### src/hdl/i2cmce_consts.svh
`ifndef I2CMCE_CONSTS_SVH
`define I2CMCE_CONSTS_SVH
// register offsets
`define I2CMCE_OFF_ADDR 8'h00
`define I2CMCE_OFF_CMD 8'h04
`define I2CMCE_OFF_DATA 8'h08
`define I2CMCE_OFF_DIV 8'h0c
`define I2CMCE_OFF_MASK 8'h10
`define I2CMCE_OFF_RAW 8'h14
`define I2CMCE_OFF_MIS 8'h18
`define I2CMCE_OFF_CLR 8'h1c
// command word fields
`define I2CMCE_RUN 0
`define I2CMCE_START 1
`define I2CMCE_STOP 2
`define I2CMCE_ACK 3
// reset values
`define I2CMCE_DIV_RST 8'h01
// fixed phase counts of one scl period
`define I2CMCE_LOW_PHASE 6
`define I2CMCE_HIGH_PHASE 4
`endif

### src/hdl/i2cmce_pkg.sv
package i2cmce_pkg;
  // controller state, gray along idle -> transmit -> receive
  typedef enum logic [1:0] {
    I2CMCE_IDLE = 2'b00,
    I2CMCE_MTX = 2'b01,
    I2CMCE_MRX = 2'b11
  } i2cmce_mode_t;
  // bus sequencer phases
  typedef enum logic [2:0] {
    I2CMCE_SQ_IDLE = 3'b000,
    I2CMCE_SQ_START = 3'b001,
    I2CMCE_SQ_ADDR = 3'b011,
    I2CMCE_SQ_DATA = 3'b010,
    I2CMCE_SQ_STOP = 3'b110,
    I2CMCE_SQ_END = 3'b111
  } i2cmce_seq_t;
endpackage

### src/hdl/i2cmce_tick.sv
`include "i2cmce_consts.svh"
// quarter-phase tick generator: one tick every 1+divider_value clocks
module i2cmce_tick
  import i2cmce_pkg::*;
(
  // clock and reset
  input wire logic clk,
  input wire logic rst,
  // control
  input wire logic run,
  input wire logic [7:0] divider_value,
  // tick out
  output logic tick
);
  typedef struct packed {
    logic [7:0] cnt;
    logic tick;
  } i2cmce_tick_st_t;
  i2cmce_tick_st_t s_reg, s_next;
  // count down, restart when idle so phases align with a transfer
  always_comb begin
    s_next = s_reg;
    s_next.tick = 1'b0;
    if (!run) begin
      s_next.cnt = divider_value;
    end else if (s_reg.cnt == 8'h00) begin
      s_next.cnt = divider_value;
      s_next.tick = 1'b1;
    end else begin
      s_next.cnt = s_reg.cnt - 8'h01;
    end
  end
  always_ff @(posedge clk or posedge rst) begin
    if (rst) begin
      s_reg <= '0;
    end else begin
      s_reg <= s_next;
    end
  end
  assign tick = s_reg.tick;
endmodule

### src/hdl/i2cmce_sync.sv
// three-flop input synchroniser; change accepted when stages 2 and 3 agree
module i2cmce_sync
  import i2cmce_pkg::*;
(
  // clock and reset
  input wire logic clk,
  input wire logic rst,
  // pin and clean level
  input wire logic pin,
  output logic level
);
  typedef struct packed {
    logic s1;
    logic s2;
    logic s3;
    logic lvl;
  } i2cmce_sync_st_t;
  i2cmce_sync_st_t s_reg, s_next;
  // idle bus is high, so reset to one
  always_comb begin
    s_next = s_reg;
    s_next.s1 = pin;
    s_next.s2 = s_reg.s1;
    s_next.s3 = s_reg.s2;
    if (s_reg.s2 == s_reg.s3) begin
      s_next.lvl = s_reg.s3;
    end
  end
  always_ff @(posedge clk or posedge rst) begin
    if (rst) begin
      s_reg <= '1;
    end else begin
      s_reg <= s_next;
    end
  end
  assign level = s_reg.lvl;
endmodule

### src/hdl/i2cmce_top.sv
// Behaviour
// - transfers need run; else only stop acts
// - idle send start: start, send, maybe stop
// - idle receive start: receive, ack choice, maybe stop
// - transmit, run only: send next byte
// - stop with run sends then stops
// - transmit, send restart: repeated start, send
// - transmit, receive restart: enter receive state
// - receive, run: another byte, optional stop
// - receive, receive restart: repeated start, receive
// - receive, send restart: enter transmit state
// - eight-bit data: transmit source, receive sink
// - mask gates raw interrupt onto output
// - masked bit equals raw and mask
// - writing one to clear drops raw, unless a completion sets it in that cycle
// - interrupt on completion or error abort
//
// Our own choice: the plain strobed port.
`include "i2cmce_consts.svh"
module i2cmce_top
  import i2cmce_pkg::*;
(
  // clock and reset
  input wire logic clk,
  input wire logic rst,
  // register port
  input wire logic [7:0] addr,
  input wire logic [31:0] wdata,
  input wire logic wr,
  input wire logic rd,
  output logic [31:0] rdata,
  // i2c pins
  input wire logic scl_in,
  output logic scl_out,
  output logic scl_oe,
  input wire logic sda_in,
  output logic sda_out,
  output logic sda_oe,
  // interrupt
  output logic irq
);
  // ****************************************
  // state
  // ****************************************
  typedef struct packed {
    logic [7:0] addr_sel;   // target_address_select
    logic [7:0] data;       // master_data_byte
    logic [7:0] div;        // divider_value
    logic mask;             // promote_enable
    logic raw;              // raw_pending
    i2cmce_mode_t mode;
    i2cmce_seq_t seq;
    logic do_start, do_xfer, do_stop, ack, rx;
    logic [1:0] q;          // quarter within a bit
    logic [4:0] ph;         // tick count within a quarter
    logic [3:0] bitn;       // bit index, 8 = ack slot
    logic [7:0] sh;         // shift register
    logic adr_nak, dat_nak, err;
    logic busy;
    logic [31:0] rdata;
    logic scl_oe, sda_oe;
    logic irq;
  } i2cmce_st_t;
  i2cmce_st_t s_reg, s_next;
  logic tick;
  logic sda_s;
  logic scl_s;
  logic unused_scl;

  // ****************************************
  // helpers
  // ****************************************
  // one quarter of a bit spans (low+high)/2 ticks
  localparam logic [4:0] QTR_TICKS =
    5'((`I2CMCE_LOW_PHASE + `I2CMCE_HIGH_PHASE) / 2);

  // command legality against the table for each state
  function automatic logic cmd_legal(input i2cmce_mode_t m,
                                     input logic [3:0] c,
                                     input logic rs);
    logic r, st, sp, ak;
    r = c[`I2CMCE_RUN];
    st = c[`I2CMCE_START];
    sp = c[`I2CMCE_STOP];
    ak = c[`I2CMCE_ACK];
    cmd_legal = 1'b0;
    case (m)
      I2CMCE_IDLE: begin
        cmd_legal = r && st && !(rs && ak && sp);
      end
      I2CMCE_MTX: begin
        cmd_legal = (!st && (r || sp)) ||
                    (r && st && !(rs && ak && sp));
      end
      default: begin
        cmd_legal = (!st && !r && sp) || (!st && r && !(ak && sp)) ||
                    (st && r && !(rs && ak && sp));
      end
    endcase
  endfunction

  // ****************************************
  // submodules
  // ****************************************
  i2cmce_tick u_tick (
    .clk(clk),
    .rst(rst),
    .run(s_reg.busy),
    .divider_value(s_reg.div),
    .tick(tick)
  );
  i2cmce_sync u_sda (
    .clk(clk),
    .rst(rst),
    .pin(sda_in),
    .level(sda_s)
  );
  // scl kept synchronised for future stretch support
  i2cmce_sync u_scl (
    .clk(clk),
    .rst(rst),
    .pin(scl_in),
    .level(scl_s)
  );
  assign unused_scl = scl_s;

  // ****************************************
  // next state
  // ****************************************
  always_comb begin
    logic [3:0] c;
    logic qend;
    logic phend;
    c = wdata[3:0];
    s_next = s_reg;
    qend = tick && (s_reg.ph == QTR_TICKS - 5'd1);
    phend = 1'b0;
    // register reads: data one cycle later
    s_next.rdata = 32'h0;
    if (rd) begin
      if (addr == `I2CMCE_OFF_ADDR) begin
        s_next.rdata = {24'h0, s_reg.addr_sel};
      end else if (addr == `I2CMCE_OFF_CMD) begin
        s_next.rdata = {25'h0, 1'b0, s_reg.mode == I2CMCE_IDLE,
                        1'b0, s_reg.dat_nak, s_reg.adr_nak,
                        s_reg.err, s_reg.busy};
      end else if (addr == `I2CMCE_OFF_DATA) begin
        s_next.rdata = {24'h0, s_reg.data};
      end else if (addr == `I2CMCE_OFF_DIV) begin
        s_next.rdata = {24'h0, s_reg.div};
      end else if (addr == `I2CMCE_OFF_MASK) begin
        s_next.rdata = {31'h0, s_reg.mask};
      end else if (addr == `I2CMCE_OFF_RAW) begin
        s_next.rdata = {31'h0, s_reg.raw};
      end else if (addr == `I2CMCE_OFF_MIS) begin
        s_next.rdata = {31'h0, s_reg.raw & s_reg.mask};
      end else begin
        s_next.rdata = 32'h0;   // clear register and unmapped read zero
      end
    end
    // register writes
    if (wr) begin
      if (addr == `I2CMCE_OFF_ADDR && !s_reg.busy) begin
        s_next.addr_sel = wdata[7:0];
      end else if (addr == `I2CMCE_OFF_DATA && !s_reg.busy) begin
        s_next.data = wdata[7:0];
      end else if (addr == `I2CMCE_OFF_DIV) begin
        // zero is out of range; keep one as the floor
        s_next.div = (wdata[7:0] == 8'h00) ? 8'h01 : wdata[7:0];
      end else if (addr == `I2CMCE_OFF_MASK) begin
        s_next.mask = wdata[0];
      end else if (addr == `I2CMCE_OFF_CLR) begin
        if (wdata[0]) begin
          s_next.raw = 1'b0;
        end
      end else if (addr == `I2CMCE_OFF_CMD) begin
        // busy blocks new commands; illegal ones are nops
        if (!s_reg.busy &&
            cmd_legal(s_reg.mode, c, s_reg.addr_sel[0])) begin
          s_next.busy = 1'b1;
          s_next.do_start = c[`I2CMCE_START];
          s_next.do_xfer = c[`I2CMCE_RUN];
          s_next.do_stop = c[`I2CMCE_STOP];
          s_next.ack = c[`I2CMCE_ACK];
          s_next.err = 1'b0;
          s_next.adr_nak = 1'b0;
          s_next.dat_nak = 1'b0;
          s_next.rx = c[`I2CMCE_START] ? s_reg.addr_sel[0]
                      : (s_reg.mode == I2CMCE_MRX);
          s_next.q = 2'd0;
          s_next.ph = 5'd0;
          s_next.bitn = 4'd0;
          if (c[`I2CMCE_START]) begin
            s_next.seq = I2CMCE_SQ_START;
          end else if (c[`I2CMCE_RUN]) begin
            s_next.seq = I2CMCE_SQ_DATA;
            s_next.sh = s_reg.data;
          end else begin
            s_next.seq = I2CMCE_SQ_STOP;
          end
        end
      end
    end
    // quarter timing: four quarters per bit, QTR_TICKS ticks each
    if (tick) begin
      s_next.ph = qend ? 5'd0 : s_reg.ph + 5'd1;
      if (qend) begin
        s_next.q = s_reg.q + 2'd1;
      end
    end
    // bus sequencer, acts on quarter edges
    if (qend) begin
      case (s_reg.seq)
        I2CMCE_SQ_START: begin
          // q0 release sda, q1 scl high, q2 sda low, q3 scl low
          if (s_reg.q == 2'd0) begin
            s_next.sda_oe = 1'b0;
          end else if (s_reg.q == 2'd1) begin
            s_next.scl_oe = 1'b0;
          end else if (s_reg.q == 2'd2) begin
            s_next.sda_oe = 1'b1;
          end else begin
            s_next.scl_oe = 1'b1;
            s_next.seq = I2CMCE_SQ_ADDR;
            s_next.sh = s_reg.addr_sel;
            s_next.bitn = 4'd0;
          end
        end
        I2CMCE_SQ_ADDR, I2CMCE_SQ_DATA: begin
          // q0 drive bit, q1 scl high, q2 sample, q3 scl low
          if (s_reg.q == 2'd0) begin
            if (s_reg.bitn == 4'd8) begin
              // ack slot: master drives only when receiving data
              s_next.sda_oe = (s_reg.seq == I2CMCE_SQ_DATA) && s_reg.rx &&
                              s_reg.ack;
            end else if (s_reg.seq == I2CMCE_SQ_DATA && s_reg.rx) begin
              s_next.sda_oe = 1'b0;
            end else begin
              s_next.sda_oe = !s_reg.sh[7];
            end
          end else if (s_reg.q == 2'd1) begin
            s_next.scl_oe = 1'b0;
          end else if (s_reg.q == 2'd2) begin
            if (s_reg.bitn == 4'd8) begin
              if (!(s_reg.seq == I2CMCE_SQ_DATA && s_reg.rx) && sda_s) begin
                s_next.adr_nak = (s_reg.seq == I2CMCE_SQ_ADDR);
                s_next.dat_nak = (s_reg.seq == I2CMCE_SQ_DATA);
                s_next.err = 1'b1;
              end
            end else begin
              s_next.sh = {s_reg.sh[6:0], sda_s};
            end
          end else begin
            s_next.scl_oe = 1'b1;
            s_next.bitn = s_reg.bitn + 4'd1;
            if (s_reg.bitn == 4'd8) begin
              phend = 1'b1;
            end
          end
        end
        I2CMCE_SQ_STOP: begin
          // q0 sda low, q1 scl high, q2 sda high
          if (s_reg.q == 2'd0) begin
            s_next.sda_oe = 1'b1;
          end else if (s_reg.q == 2'd1) begin
            s_next.scl_oe = 1'b0;
          end else if (s_reg.q == 2'd2) begin
            s_next.sda_oe = 1'b0;
          end else begin
            s_next.seq = I2CMCE_SQ_END;
          end
        end
        default: begin
          s_next.seq = s_reg.seq;
        end
      endcase
    end
    // end of a byte or address phase
    if (phend) begin
      s_next.bitn = 4'd0;
      if (s_reg.err) begin
        // abort with stop on any nack
        s_next.seq = I2CMCE_SQ_STOP;
        s_next.do_stop = 1'b1;
      end else if (s_reg.seq == I2CMCE_SQ_ADDR) begin
        s_next.seq = I2CMCE_SQ_DATA;
        s_next.sh = s_reg.data;
      end else begin
        if (s_reg.rx) begin
          s_next.data = s_reg.sh;
        end
        s_next.seq = s_reg.do_stop ? I2CMCE_SQ_STOP : I2CMCE_SQ_END;
      end
    end
    // completion: mode update and interrupt
    if (s_reg.seq == I2CMCE_SQ_END) begin
      s_next.seq = I2CMCE_SQ_IDLE;
      s_next.busy = 1'b0;
      s_next.raw = 1'b1;
      if (s_reg.do_stop) begin
        s_next.mode = I2CMCE_IDLE;
      end else if (s_reg.rx) begin
        s_next.mode = I2CMCE_MRX;
      end else begin
        s_next.mode = I2CMCE_MTX;
      end
    end
    s_next.irq = s_next.raw & s_next.mask;
  end

  always_ff @(posedge clk or posedge rst) begin
    if (rst) begin
      s_reg <= '0;
      s_reg.div <= `I2CMCE_DIV_RST;
      s_reg.mode <= I2CMCE_IDLE;
      s_reg.seq <= I2CMCE_SQ_IDLE;
    end else begin
      s_reg <= s_next;
    end
  end

  // ****************************************
  // outputs
  // ****************************************
  assign rdata = s_reg.rdata;
  assign scl_out = 1'b0;
  assign sda_out = 1'b0;
  assign scl_oe = s_reg.scl_oe;
  assign sda_oe = s_reg.sda_oe;
  assign irq = s_reg.irq;

  // ****************************************
  // checks
  // ****************************************
  a_irq_gate: assert property (@(posedge clk) disable iff (rst)
    irq == (s_reg.raw & s_reg.mask))
    else $error("irq not raw and mask");
  a_clr_drops: assert property (@(posedge clk) disable iff (rst)
    wr && addr == `I2CMCE_OFF_CLR && wdata[0] &&
    s_reg.seq != I2CMCE_SQ_END |=> !s_reg.raw)
    else $error("clear did not drop raw");
  a_busy_ignore: assert property (@(posedge clk) disable iff (rst)
    s_reg.busy && wr && addr == `I2CMCE_OFF_DATA |=> $stable(s_reg.data)
      || $past(s_reg.rx))
    else $error("data changed while busy");
  a_done_raw: assert property (@(posedge clk) disable iff (rst)
    s_reg.seq == I2CMCE_SQ_END |=> s_reg.raw && !s_reg.busy)
    else $error("completion not flagged");
  a_div_floor: assert property (@(posedge clk) disable iff (rst)
    s_reg.div != 8'h00)
    else $error("divider zero");
  a_nop_cmd: assert property (@(posedge clk) disable iff (rst)
    !s_reg.busy && wr && addr == `I2CMCE_OFF_CMD &&
    !cmd_legal(s_reg.mode, wdata[3:0], s_reg.addr_sel[0]) |=> !s_reg.busy)
    else $error("illegal command started");
  a_stop_idle: assert property (@(posedge clk) disable iff (rst)
    s_reg.seq == I2CMCE_SQ_END && s_reg.do_stop |=>
      s_reg.mode == I2CMCE_IDLE)
    else $error("stop did not return idle");
  a_run_needed: assert property (@(posedge clk) disable iff (rst)
    !s_reg.busy && wr && addr == `I2CMCE_OFF_CMD && !wdata[0] &&
    !wdata[2] |=> !s_reg.busy)
    else $error("transfer without run");
endmodule

### config.mk
export PLATFORM = sky130hd
export DESIGN_NAME = i2cmce_top
export DESIGN_NICKNAME = d
export VERILOG_FILES = /design/src/hdl/i2cmce_pkg.sv /design/src/hdl/i2cmce_tick.sv /design/src/hdl/i2cmce_sync.sv /design/src/hdl/i2cmce_top.sv
export VERILOG_INCLUDE_DIRS = /design/src /design/src/hdl
export SDC_FILE = /design/constraint.sdc
export NUM_CORES = 1
export LEC_CHECK = 0
export BUFFER_PORTS_ARGS = -buffer_cell sky130_fd_sc_hd__buf_4
export CORE_MARGIN = 4
export CORE_UTILIZATION = 40
export CTS_CLUSTER_DIAMETER = 40
export DETAILED_ROUTE_END_ITERATION = 10
export PLACE_DENSITY = 0.59
export SYNTH_ARGS = -nofsm -noshare
export SYNTH_HDL_FRONTEND = slang
export SYNTH_HIERARCHICAL = 1
export SYNTH_SLANG_ARGS = --single-unit
### constraint.sdc
create_clock -name clk -period 2.3 [get_ports clk]
set_input_delay 0.115 -clock clk [delete_from_list [all_inputs] [get_ports clk]]
set_output_delay 0.115 -clock clk [all_outputs]
set_load 0.01 [all_outputs]
* Word-level counts from Yosys, hierarchy flattened *
Index checks and enable logic that the tools add are counted.

storage, ports and cells
  flip-flop bits (word level) = 107
  word-level logic and storage cells = 232
  output and inout port bits = 37
  bits of input ports = 46

operators by class
  multiplexer cells = 106
  eq/ne operators = 37
  $add $sub $neg = 4
  reductions and logical operators = 48
  bitwise gates (word level) = 7

operators by type and width
  operator                                               number
  two-way mux 31 bit                                     8
  two-way mux 8 bit                                      19
  two-way mux 12 bit                                     4
  two-way mux 15 bit                                     3
  two-way mux 3 bit                                      15
  two-way mux 1 bit                                      41
  two-way mux 18 bit                                     2
  equality test 8 x 5 -> 1 bit, second input constant    4
  zero test 8 bit                                        3
  case mux 12 bit (2 select lines)                       1
  AND reduction 8 bit                                    3
  inequality test 2 x 1 -> 1 bit, second input constant  10
  logical AND 1 bit                                      17
  equality test 8 x 4 -> 1 bit, second input constant    2
  inequality test 3 bit, second input constant           4
  nonzero test 2 bit                                     6
  two-way mux 11 bit                                     1
  two-way mux 10 bit                                     1
  case mux 3 bit (3 select lines)                        1
  equality test 8 x 3 -> 1 bit, second input constant    1
  two-way mux 2 bit                                      4
  AND reduction 4 bit                                    2
  subtractor 8 x 1 -> 8 bit, second input constant       1
  zero test 1 bit                                        7
  27 further kinds                                       42

* Depth between registers and ports, before layout *
Gate-level depths: netlist (run 1).

  depth in word-level cells = 32
  gate-level depth with buffers = 9
  gate-level depth less buffers = 7

* Hierarchy *
Netlist (run 1), hierarchy kept.

by module, submodules not included
  module       cells an instance  area each (um2)  instances  sequential area each (um2)
  i2cmce_top   476                4324.1           1          1702.9
  i2cmce_tick  50                 500.5            1          225.2
  i2cmce_sync  6                  120.1            1          105.1

* Worst setup path before layout (run 1) *
OpenSTA, ideal clock, no wires.

  kind = register to register
  start = register s_reg[56] in the netlist's numbering
  end = register s_reg[43] in the netlist's numbering
  clock period less this slack = 2.281 ns
  required time = 2.164 ns
  buffers on the path = 1
  stages on the path, launching flop included = 9
  setup time = 0.136 ns
  arrival = 2.146 ns
  path slack = 0.019 ns
  path through = dfrtp_1 -> inv_1 -> ha_1 -> clkbuf_1 -> or3_1 -> or3_1 -> or2_2 -> a41oi_1 -> o211ai_1

RTL lines
  what                    line               source
  start, declared         i2cmce_top.sv:64   i2cmce_st_t s_reg, s_next;
  start signal, assigned  i2cmce_top.sv:318  s_reg <= s_next;

==> run summary, run 1 <==
The setup check on the worst reg-to-reg path leaves a slack of 100 ps. For the via count of the first global-routing pass, the log shows 4,152. The synthesized netlist occupies a cell area of 0.00494 sq mm. In this run the worst hold path is classified as primary input to flop.

The mean number of vias per cell was 5.49; the arrival time at the worst endpoint was 2460 ps. The number of top-level pins is 83. The core outline area is 0.0121 sq mm. During placement, the flow inserted port buffers numbering 31. The run gives 73 as the post-synthesis cell type count. For this design the static power due to leakage is 2.66 nW. STA classifies the critical path endpoint as a flop. The initial cell density of the core came out at 41.0%. The tools report the final-stage net count as 636.

Global routing used 18.8% of the available tracks. Averaged over all synthesized cells, the footprint is 9.29 sq um. Setup violations remaining at the end of the flow were counted as 0. The async set-or-reset flop fraction in the synthesized netlist works out to 100%.

Across the run, the number of max-cap violations was 0. The maximum number of pins on one net before global-route repair came out at 69. By area the synthesized netlist is led by sky130_fd_sc_hd__dfrtp_1 (38%), sky130_fd_sc_hd__buf_4 (5.2%), sky130_fd_sc_hd__nand2_1 (4.3%).

The tools report the worst setup margin as 104 ps. The most common flop cell mapped by yosys was sky130_fd_sc_hd__dfrtp_1. The run gives 0 as the total congestion overflow after global routing.

Synthesis inferred 81 register bits. Clock-pin slew was measured on the worst setup and hold paths at 60 ps. TritonCTS built the clock tree. Portion of the post-synthesis area used by sequential elements: 41.1%. Cells with a size suffix above 1 make up 22.2% of the layout.

For this block, the routed nets add up to 12.9 mm of wire. In the detailed route, the total length drawn on met3 is 772 um. In the finished design, the share of the clock period the worst path needs comes to 95.5%. Setup skew after layout: 8.75 ps. After filler insertion, the fill cell instance count of the layout stands at 1,162. Number of nets still failing antenna checks after routing: 0. The congestion estimate from routability-driven global placement came to 0.880. The multi-input logic area is 0.00262 sq mm, and the total via count in the routed design is 4,133.

Overall power consumption after layout is estimated at 0.00370 W. In the final layout, flip-flops and latches occupy 0.00203 sq mm. Setup repair after global routing left no endpoint under its margin. In the detailed route, the total length drawn on met2 is 5.93 mm.

The synthesized design spends more area on one cell type than any other, namely sky130_fd_sc_hd__dfrtp_1. Measured on the finished design, the core utilization comes to 47.7%. The run gives 64.7% as the relative slew slack.

The pre-CTS setup slack was -21.2 ps. CTS saw 81 sinks. In this run, synthesis inferred 0 flip-flops with an integrated enable. After detailed routing, no signal wire sits above met4. The first global-routing pass estimated 21.3 mm of wire.

The horizontal die dimension came out at 119 um. The kind of launch point of the worst setup path is a flop. The cell sitting at the root of the clock tree is a sky130_fd_sc_hd__clkbuf_16. The detail-routed net length per standard cell was 17.1 um; the maximum fanout encountered on the critical timing path was 8. The repair_antennas step left the layout with diodes totalling 0. Detailed placement finished with a half-perimeter wire length of 9.60 mm. The actual transition at the worst max-transition pin came out at 522 ps. Compared with the post-synthesis result, the final layout area differs by 16.3%.

The first detailed-routing pass took 4 iterations. After the first detailed-routing iteration, the DRC count stood at 223. In the final routing, the length of wire on met1 measures 5.95 mm.

Time the worst path needs with I/O delays and setup: 2200 ps. The run gives 0 as the max-slew violation count. The number of antenna violations at the first check in global routing is 0, and the maximum buffer depth of the clock tree is 2.

The clock tree synthesis step divided the H-tree into 3 levels. The flow ran to the end, and the final reports show no timing, DRC or antenna violations. The register with the most flip-flops in the layout has 57 of them. The cell row count was 40.

The final number of hold-violating endpoints is 0, and the die height is 119 um. Based on the critical path, the design can be clocked at up to 0.455 GHz. After synthesis, the largest area contributor takes up 38.5% of total cell area. The tools report the number of warning messages in the yosys log as 6. The clock latency of the later-clocked register in the worst-skew pair is 350 ps, and the number of cells produced by synthesis is 532. In this run the power density over the cells is 643 mW/mm^2. The die covers 0.0142 sq mm.

The worst setup path is of the flop to flop kind. TritonCTS created 9 clock buffers. The data required time at the worst endpoint was 2560 ps; the total DRC errors in the routed layout was 0. The largest voltage drop on the vdd net is 0.546 mV.
path summary, 6_finish.rpt:
path / end / depth (start not counted) / from
worst max-delay path: s_reg[40] / 9 / s_reg[56]
worst min register to register: u_sda/s_next[1] / 0 / u_sda/s_next[2]
worst max register to register: s_reg[40] / 9 / s_reg[56]
min in group asynchronous: u_tick/s_reg[3] / 3 / rst
worst min-delay path: s_reg[90] / 2 / wdata[4]
max in group asynchronous: s_reg[70] / 4 / rst
cell families after synthesis:
| family | share of synthesized area (%) |
|---|---|
| AOI/OAI and AO/OA | 20.0 |
| xor gates and xnor gates | 1.06 |
| adders and majority gates | 2.76 |
| buffers and inverters | 8.83 |
| DFF | 41.1 |
| muxes | 5.42 |
| other | 0.0758 |
| and+or+nand+nor | 20.7 |
timing repair:
item	in CTS	in global routing
pin swaps	0	3
hold endpoints to repair	81	0
gates resized for setup	1	12
setup endpoints to repair	8	8
hold buffers	2	0
buffers inserted	2	0
area by class of cell:
class | count | share of cell area, %
timing repair buffer | 65 | 8.85
clock buffer | 10 | 3.98
sequential | 81 | 35.3
inverter | 23 | 1.50
tap | 168 | 3.65
clock inverter | 6 | 1.20
multi-input combinational | 400 | 45.5
power by group:
group	internal (W)	leakage [nW]	switching, W
clock network	0.000847	0.143	0.000606
logic	0.000254	1.51	0.000353
registers	0.00152	1.01	0.000115
cell usage after synthesis, drive strengths merged (7+ instances only):
library cell,count
mux2,14
inv,23
ha,10
mux2i,11
o21ai,47
a22oi,12
nand2,60
nor4,8
clkbuf,14
dfrtp,76
nor2,31
nand3,18
nor3,17
a21oi,17
a21boi,9
o31ai,7
buf,39
and2,7
per-layer routing:
metal  track usage [%]  up-vias
met5                 0        -
met4              7.39        0
met3              3.70       21
met2              28.9      109
met1              26.0     2027
li1                  -     1976
stage by stage:
| stage | TNS (ps) | instances | instance area, sq um | hold slack (ps) |
|---|---|---|---|---|
| floorplan | 0 | 557 | 5040 | -57.1 |
| global placement | 0 | 733 | 5370 | 149 |
| detailed placement | -77.0 | 733 | 5370 | 149 |
| CTS | 0 | 753 | 5710 | 29.1 |
| global route | 0 | 753 | 5750 | 37.8 |
| finish | 0 | 753 | 5750 | 44.0 |
critical path, stage by stage, from the launching register on:
cell	delay, ps
sky130_fd_sc_hd__dfrtp_1	380
sky130_fd_sc_hd__buf_4	140
sky130_fd_sc_hd__ha_2	180
sky130_fd_sc_hd__or3_4	370
sky130_fd_sc_hd__or3_4	340
sky130_fd_sc_hd__buf_4	150
sky130_fd_sc_hd__nor3_4	200
sky130_fd_sc_hd__buf_6	160
sky130_fd_sc_hd__a21oi_1	40
sky130_fd_sc_hd__o22ai_1	140
cells in the final DEF (no fill, tap or decap), drive strengths merged, types with 11 or more instances in the layout:
cell / instances
a21oi: 17
a22oi: 12
buf: 63
conb: 26
dfrtp: 76
inv: 24
mux2: 14
mux2i: 11
nand2: 60
nand3: 18
nor2: 31
nor3: 17
o21ai: 47
(Power assumes the default switching activity.)
==> run 2: changes to the inputs <==
Settings changed: SYNTH_HIERARCHICAL 1 to unset.
==> run 2 against run 1 <==
Effect of this change: clock power decreased by 4%; sequential cell count did not move; sequential power increased by 5%; sequential share of layout area up 1.4 points; clock skew up 3.1 ps; critical path depth decreased by 3; maximum frequency increased by 2.6%; die area decreased by 0.74%; critical path type unchanged; critical endpoint is now s_reg[39].
==> run summary, run 2 <==
For the fmax, the log shows 0.467 GHz (+2.6%). The power per cell area was 696 mW/mm^2 (+8.2%); the async set-or-reset flop fraction in the synthesized netlist was 100% (unchanged). The internal power was 0.00259 W (-1.3%). The most common cell in the netlist was sky130_fd_sc_hd__dfrtp_1.

The count of cells along the worst hold path works out to 2 (unchanged). The mean number of vias per cell was 5.63 (+2.7%). The tools report the maximum level of the CTS H-tree as 3 (unchanged).

Summed over all instances, the cell type with the most area after synthesis is sky130_fd_sc_hd__dfrtp_1. In the synthesized netlist, the cells that appear most often are sky130_fd_sc_hd__dfrtp_1 (76), sky130_fd_sc_hd__nand2_1 (43), sky130_fd_sc_hd__buf_4 (36). Master of the slowest instance on the critical path: sky130_fd_sc_hd__dfrtp_1. The worst setup path is launched from a flop.

The logs give 342 (+53%) for the DRC violation total after the first TritonRoute iteration and 0.875 (-0.57%) for the final weighted congestion in routability-driven placement. By area the synthesized netlist is led by sky130_fd_sc_hd__dfrtp_1 (39%), sky130_fd_sc_hd__buf_4 (5.5%), sky130_fd_sc_hd__mux2i_1 (4.1%). The max-capacitance violation count came out at 0 (unchanged). The signal on the critical path passes through inv_1, ha_1, or3_1, nand4_1, o221ai_1, o211ai_1.

Relative to the synthesized area, the layout overhead comes to 12.8%. The largest stage delay on the critical path came out at 430 ps (+50 ps). The most critical setup path has its endpoint at s_reg[39]. The final number of hold-violating endpoints is 0 (unchanged). The tree is rooted in a sky130_fd_sc_hd__clkbuf_16. For the via count of the first global-routing pass, the log shows 3,846 (-7.4%).

The logs give 40 (unchanged) for the cell row count and 2 (unchanged) for the maximum buffer depth of the clock tree. The tools report the sequential fraction of design power as 44.6% (+0.3 points). The tools report the post-route met1 wirelength as 5.57 mm (-6.3%). Most common flop cell mapped by yosys: sky130_fd_sc_hd__dfrtp_1.

The maximum fanout encountered on the critical timing path is 10 (+2), and the portion of the post-synthesis area used by sequential elements is 41.4% (+0.33 points). The flop and latch count out of synthesis came out at 81 (unchanged). The run gives 0.00553 sq mm (-3.8%) as the final cell area excluding filler cells.

The setup skew after layout is 11.9 ps (+3.13 ps), and the die height is 119 um (-0.37%). The count of flip-flops with a built-in enable after synthesis was 0 (unchanged). The critical path is of the flop to flop type.

The tools report the post-synthesis cell type count as 73 (unchanged). The power share of the combinational group is 19.4% (+3.0 points), and the number of antenna violations at the first check in global routing is 0 (unchanged). The number of sinks handled by clock tree synthesis came out at 81 (unchanged). The port buffer count is 31 (unchanged), and the register clock-pin slew on the reported worst setup and hold paths is 70 ps (about the same).

The type of destination of the critical path is a flop. Post-CTS setup buffer count: 0 (-2). The total DRC errors in the routed layout is 0 (unchanged). Leaving out fill and tap cells, the most frequent cell in the layout is sky130_fd_sc_hd__dfrtp_1.

Overall power after layout: 0.00385 W (+4.1%). The library cells used most frequently in the layout, excluding fill and tap cells, are sky130_fd_sc_hd__dfrtp_1 (76), sky130_fd_sc_hd__buf_4 (56), sky130_fd_sc_hd__nand2_1 (43). The worst register-to-register path begins at s_reg[56]. The number of top-level pins is 83 (unchanged).

The run finished with clean final reports. The endpoint identified for the worst register-to-register timing path is s_reg[39]. For the arrival time at the worst endpoint, the log shows 2350 ps (-110 ps). The total placed cells including tap cells was 677 (-7.6%); the number of buffers created by CTS was 9 (unchanged).

The tools report the initial cell density of the core as 40.8% (-0.15 points). The run gives 0.0141 sq mm (-0.74%) as the die area. The horizontal die dimension works out to 119 um (-0.37%). The run gives 0.00522 sq mm (-2.9%) as the cell area after placement.

The final wirelength was 12.4 mm (-4.2%); the slack of the worst reg-to-reg path was 160 ps (+60 ps). The total global routing track utilization is 17.7% (-1.1 points), and the antenna cell count is 0 (unchanged). For the length of the first detailed-routing pass in iterations, the log shows 4 (unchanged). The detail-routed net length per standard cell came out at 17.8 um (+3.8%). The setup violation total in the final timing report came out at 0 (unchanged).

The type of the worst min-delay path was primary input to flop. Launching element of the worst setup path: s_reg[56]. For the global-route wire length before repair, the log shows 20.0 mm (-6.3%). The tools report the detailed route wirelength on metal3 as 618 um (-20%). The fraction of post-synthesis cell area in the top cell type by area is 38.8% (+0.30 points), and the total negative slack for setup checks is 0 ps (unchanged). The actual transition at the worst max-transition pin was 522 ps (+0.276 ps); the clock latency of the later-clocked register in the worst-skew pair was 340 ps (about the same). Number of warning messages in the yosys log: 0 (-6). Setup repair after global routing left no endpoint under its margin. The reported leakage power is 2.42 nW (-8.9%), and the final-stage net count is 599 (-5.8%). The tools report the largest voltage drop on the vdd net as 0.278 mV (-49%). TritonCTS built the clock tree.

The number of flip-flops under the largest register name came out at 57 (unchanged). The maximum number of pins on one net before global-route repair was 59 (-14%); the total met2 wirelength after detailed routing was 5.90 mm (-0.42%). The clock network power share came out at 36.0% (-3.3 points). The switching power share of the total was 32.8% (+3.7 points); the max-slew violation count was 0 (unchanged). The relative slew slack is 65.1% (+0.43 points), and the number of nets still failing antenna checks after routing is 0 (unchanged).

The synthesized area is 0.00491 sq mm (-0.78%). The data required time at the worst endpoint came out at 2510 ps (-50 ps). Top routing layer in use: met4. The portion of the clock cycle consumed by the worst path in the final layout came out at 93.1% (-2.4 points). The non-filler instance count after layout was 695 (-7.7%); the share of post-route cells with drive strength above 1 was 21.0% (-1.2 points). The synthesized area per cell came out at 9.68 sq um (+4.1%). The run gives 9.20 mm (-4.2%) as the total half-perimeter wirelength after legalization and detailed placement. The final core utilization is 46.1% (-1.6 points). The number of cells on the worst reg-to-reg path was 6 (-3); the total via count in the routed design was 3,916 (-5.3%). The time the worst path needs with I/O delays and setup was 2140 ps (-55.8 ps).

The total congestion overflow after global routing came out at 0 (unchanged). The logs give 507 (-4.7%) for the number of cells produced by synthesis and 0.00126 W (+17%) for the reported net switching power. The core outline area is 0.0120 sq mm (-0.42%), and the layout filler cell count is 1,144 (-1.5%).
[run 2: changes by cell type in the layout (fill, tap and decap cells not counted), moves of 6 or more]
cell | before | now
sky130_fd_sc_hd__mux2i_1 | 11 | 20
sky130_fd_sc_hd__nand4_1 | 1 | 11
sky130_fd_sc_hd__o21ai_0 | 39 | 28
sky130_fd_sc_hd__o221ai_1 | 1 | 8
sky130_fd_sc_hd__nand2_1 | 57 | 43
sky130_fd_sc_hd__o21a_1 | 2 | 8
[run 2: layer usage]
| metal | vias to the layer above | global-route usage, % |
|---|---|---|
| met4 | 0 | 6.23 |
| met2 | 120 | 28.2 |
| met3 | 22 | 4.26 |
| met5 | - | 0 |
| li1 | 1877 | - |
| met1 | 1897 | 23.3 |
[run 2: worst max-delay path, delay by kind of cell, from the launching register on]
family                   cells  cell delay (ps)
buffers and inverters        1              130
AO/OA/AOI/OAI                2              420
adder cells (fa/ha/maj)      1              360
flip-flops                   1              430
AND/OR/NAND/NOR              2              680
[run 2: area by class of cell]
type	instances	area (sq um)	area share [%]
repair buffers	59	460	8.32
multi-input cells	375	2510	45.3
clock inverters	7	60.1	1.09
clock buffers	9	225	4.07
inverters	17	65.1	1.18
flip-flops and latches	81	2030	36.7
well taps	147	184	3.32
[run 2: how the worst min path moves through the flow]
| stage | from | endpoint | slack, ps |
|---|---|---|---|
| floorplan | sda_in | u_sda.s_next[2] | 120 |
| detailed placement | rst | s_reg[55] | 150 |
| global placement | rst | s_reg[55] | 150 |
| global route | wdata[6] | s_reg[92] | 30 |
| CTS | wdata[6] | s_reg[92] | 30 |
| finish | wdata[6] | s_reg[92] | 40 |
[run 2: logic make-up (layout without fill, tap and decap cells)]
kind of cell,count (synthesis),in the layout,synth area share [%]
other cells,1,26,0.0764
xor+xnor,8,8,1.43
simple gates,171,171,19.7
mux,36,36,7.83
buf+inv,76,92,9.67
compound gates,123,123,17.1
fa+ha+maj,11,11,2.75
flops,81,81,41.4
[run 2: stage by stage]
stage / hold WS [ps] / setup slack (ps)
after floorplan: 119 / 12.6
after CTS: 25.4 / 156
after global routing: 31.5 / 8.11
after global placement: 148 / 145
final: 36.6 / 160
after detailed placement: 153 / 122
[run 2: timing repair]
item,CTS,global route
hold buffers,2,0
endpoints found under the hold margin,22,0
setup endpoints to repair,0,10
gates resized for setup,0,3
[run 2: power groups by stage]
stage	clock [W]	combinational [W]	sequential, W
6_report	0.00139	0.000747	0.00172
5_1_grt	0.00148	0.000828	0.00174
4_1_cts	0.00141	0.000737	0.00171
3_5_place_dp	0	0.000731	0.00174
3_3_place_gp	0	0.000717	0.00173
2_1_floorplan	0	0.000603	0.00165
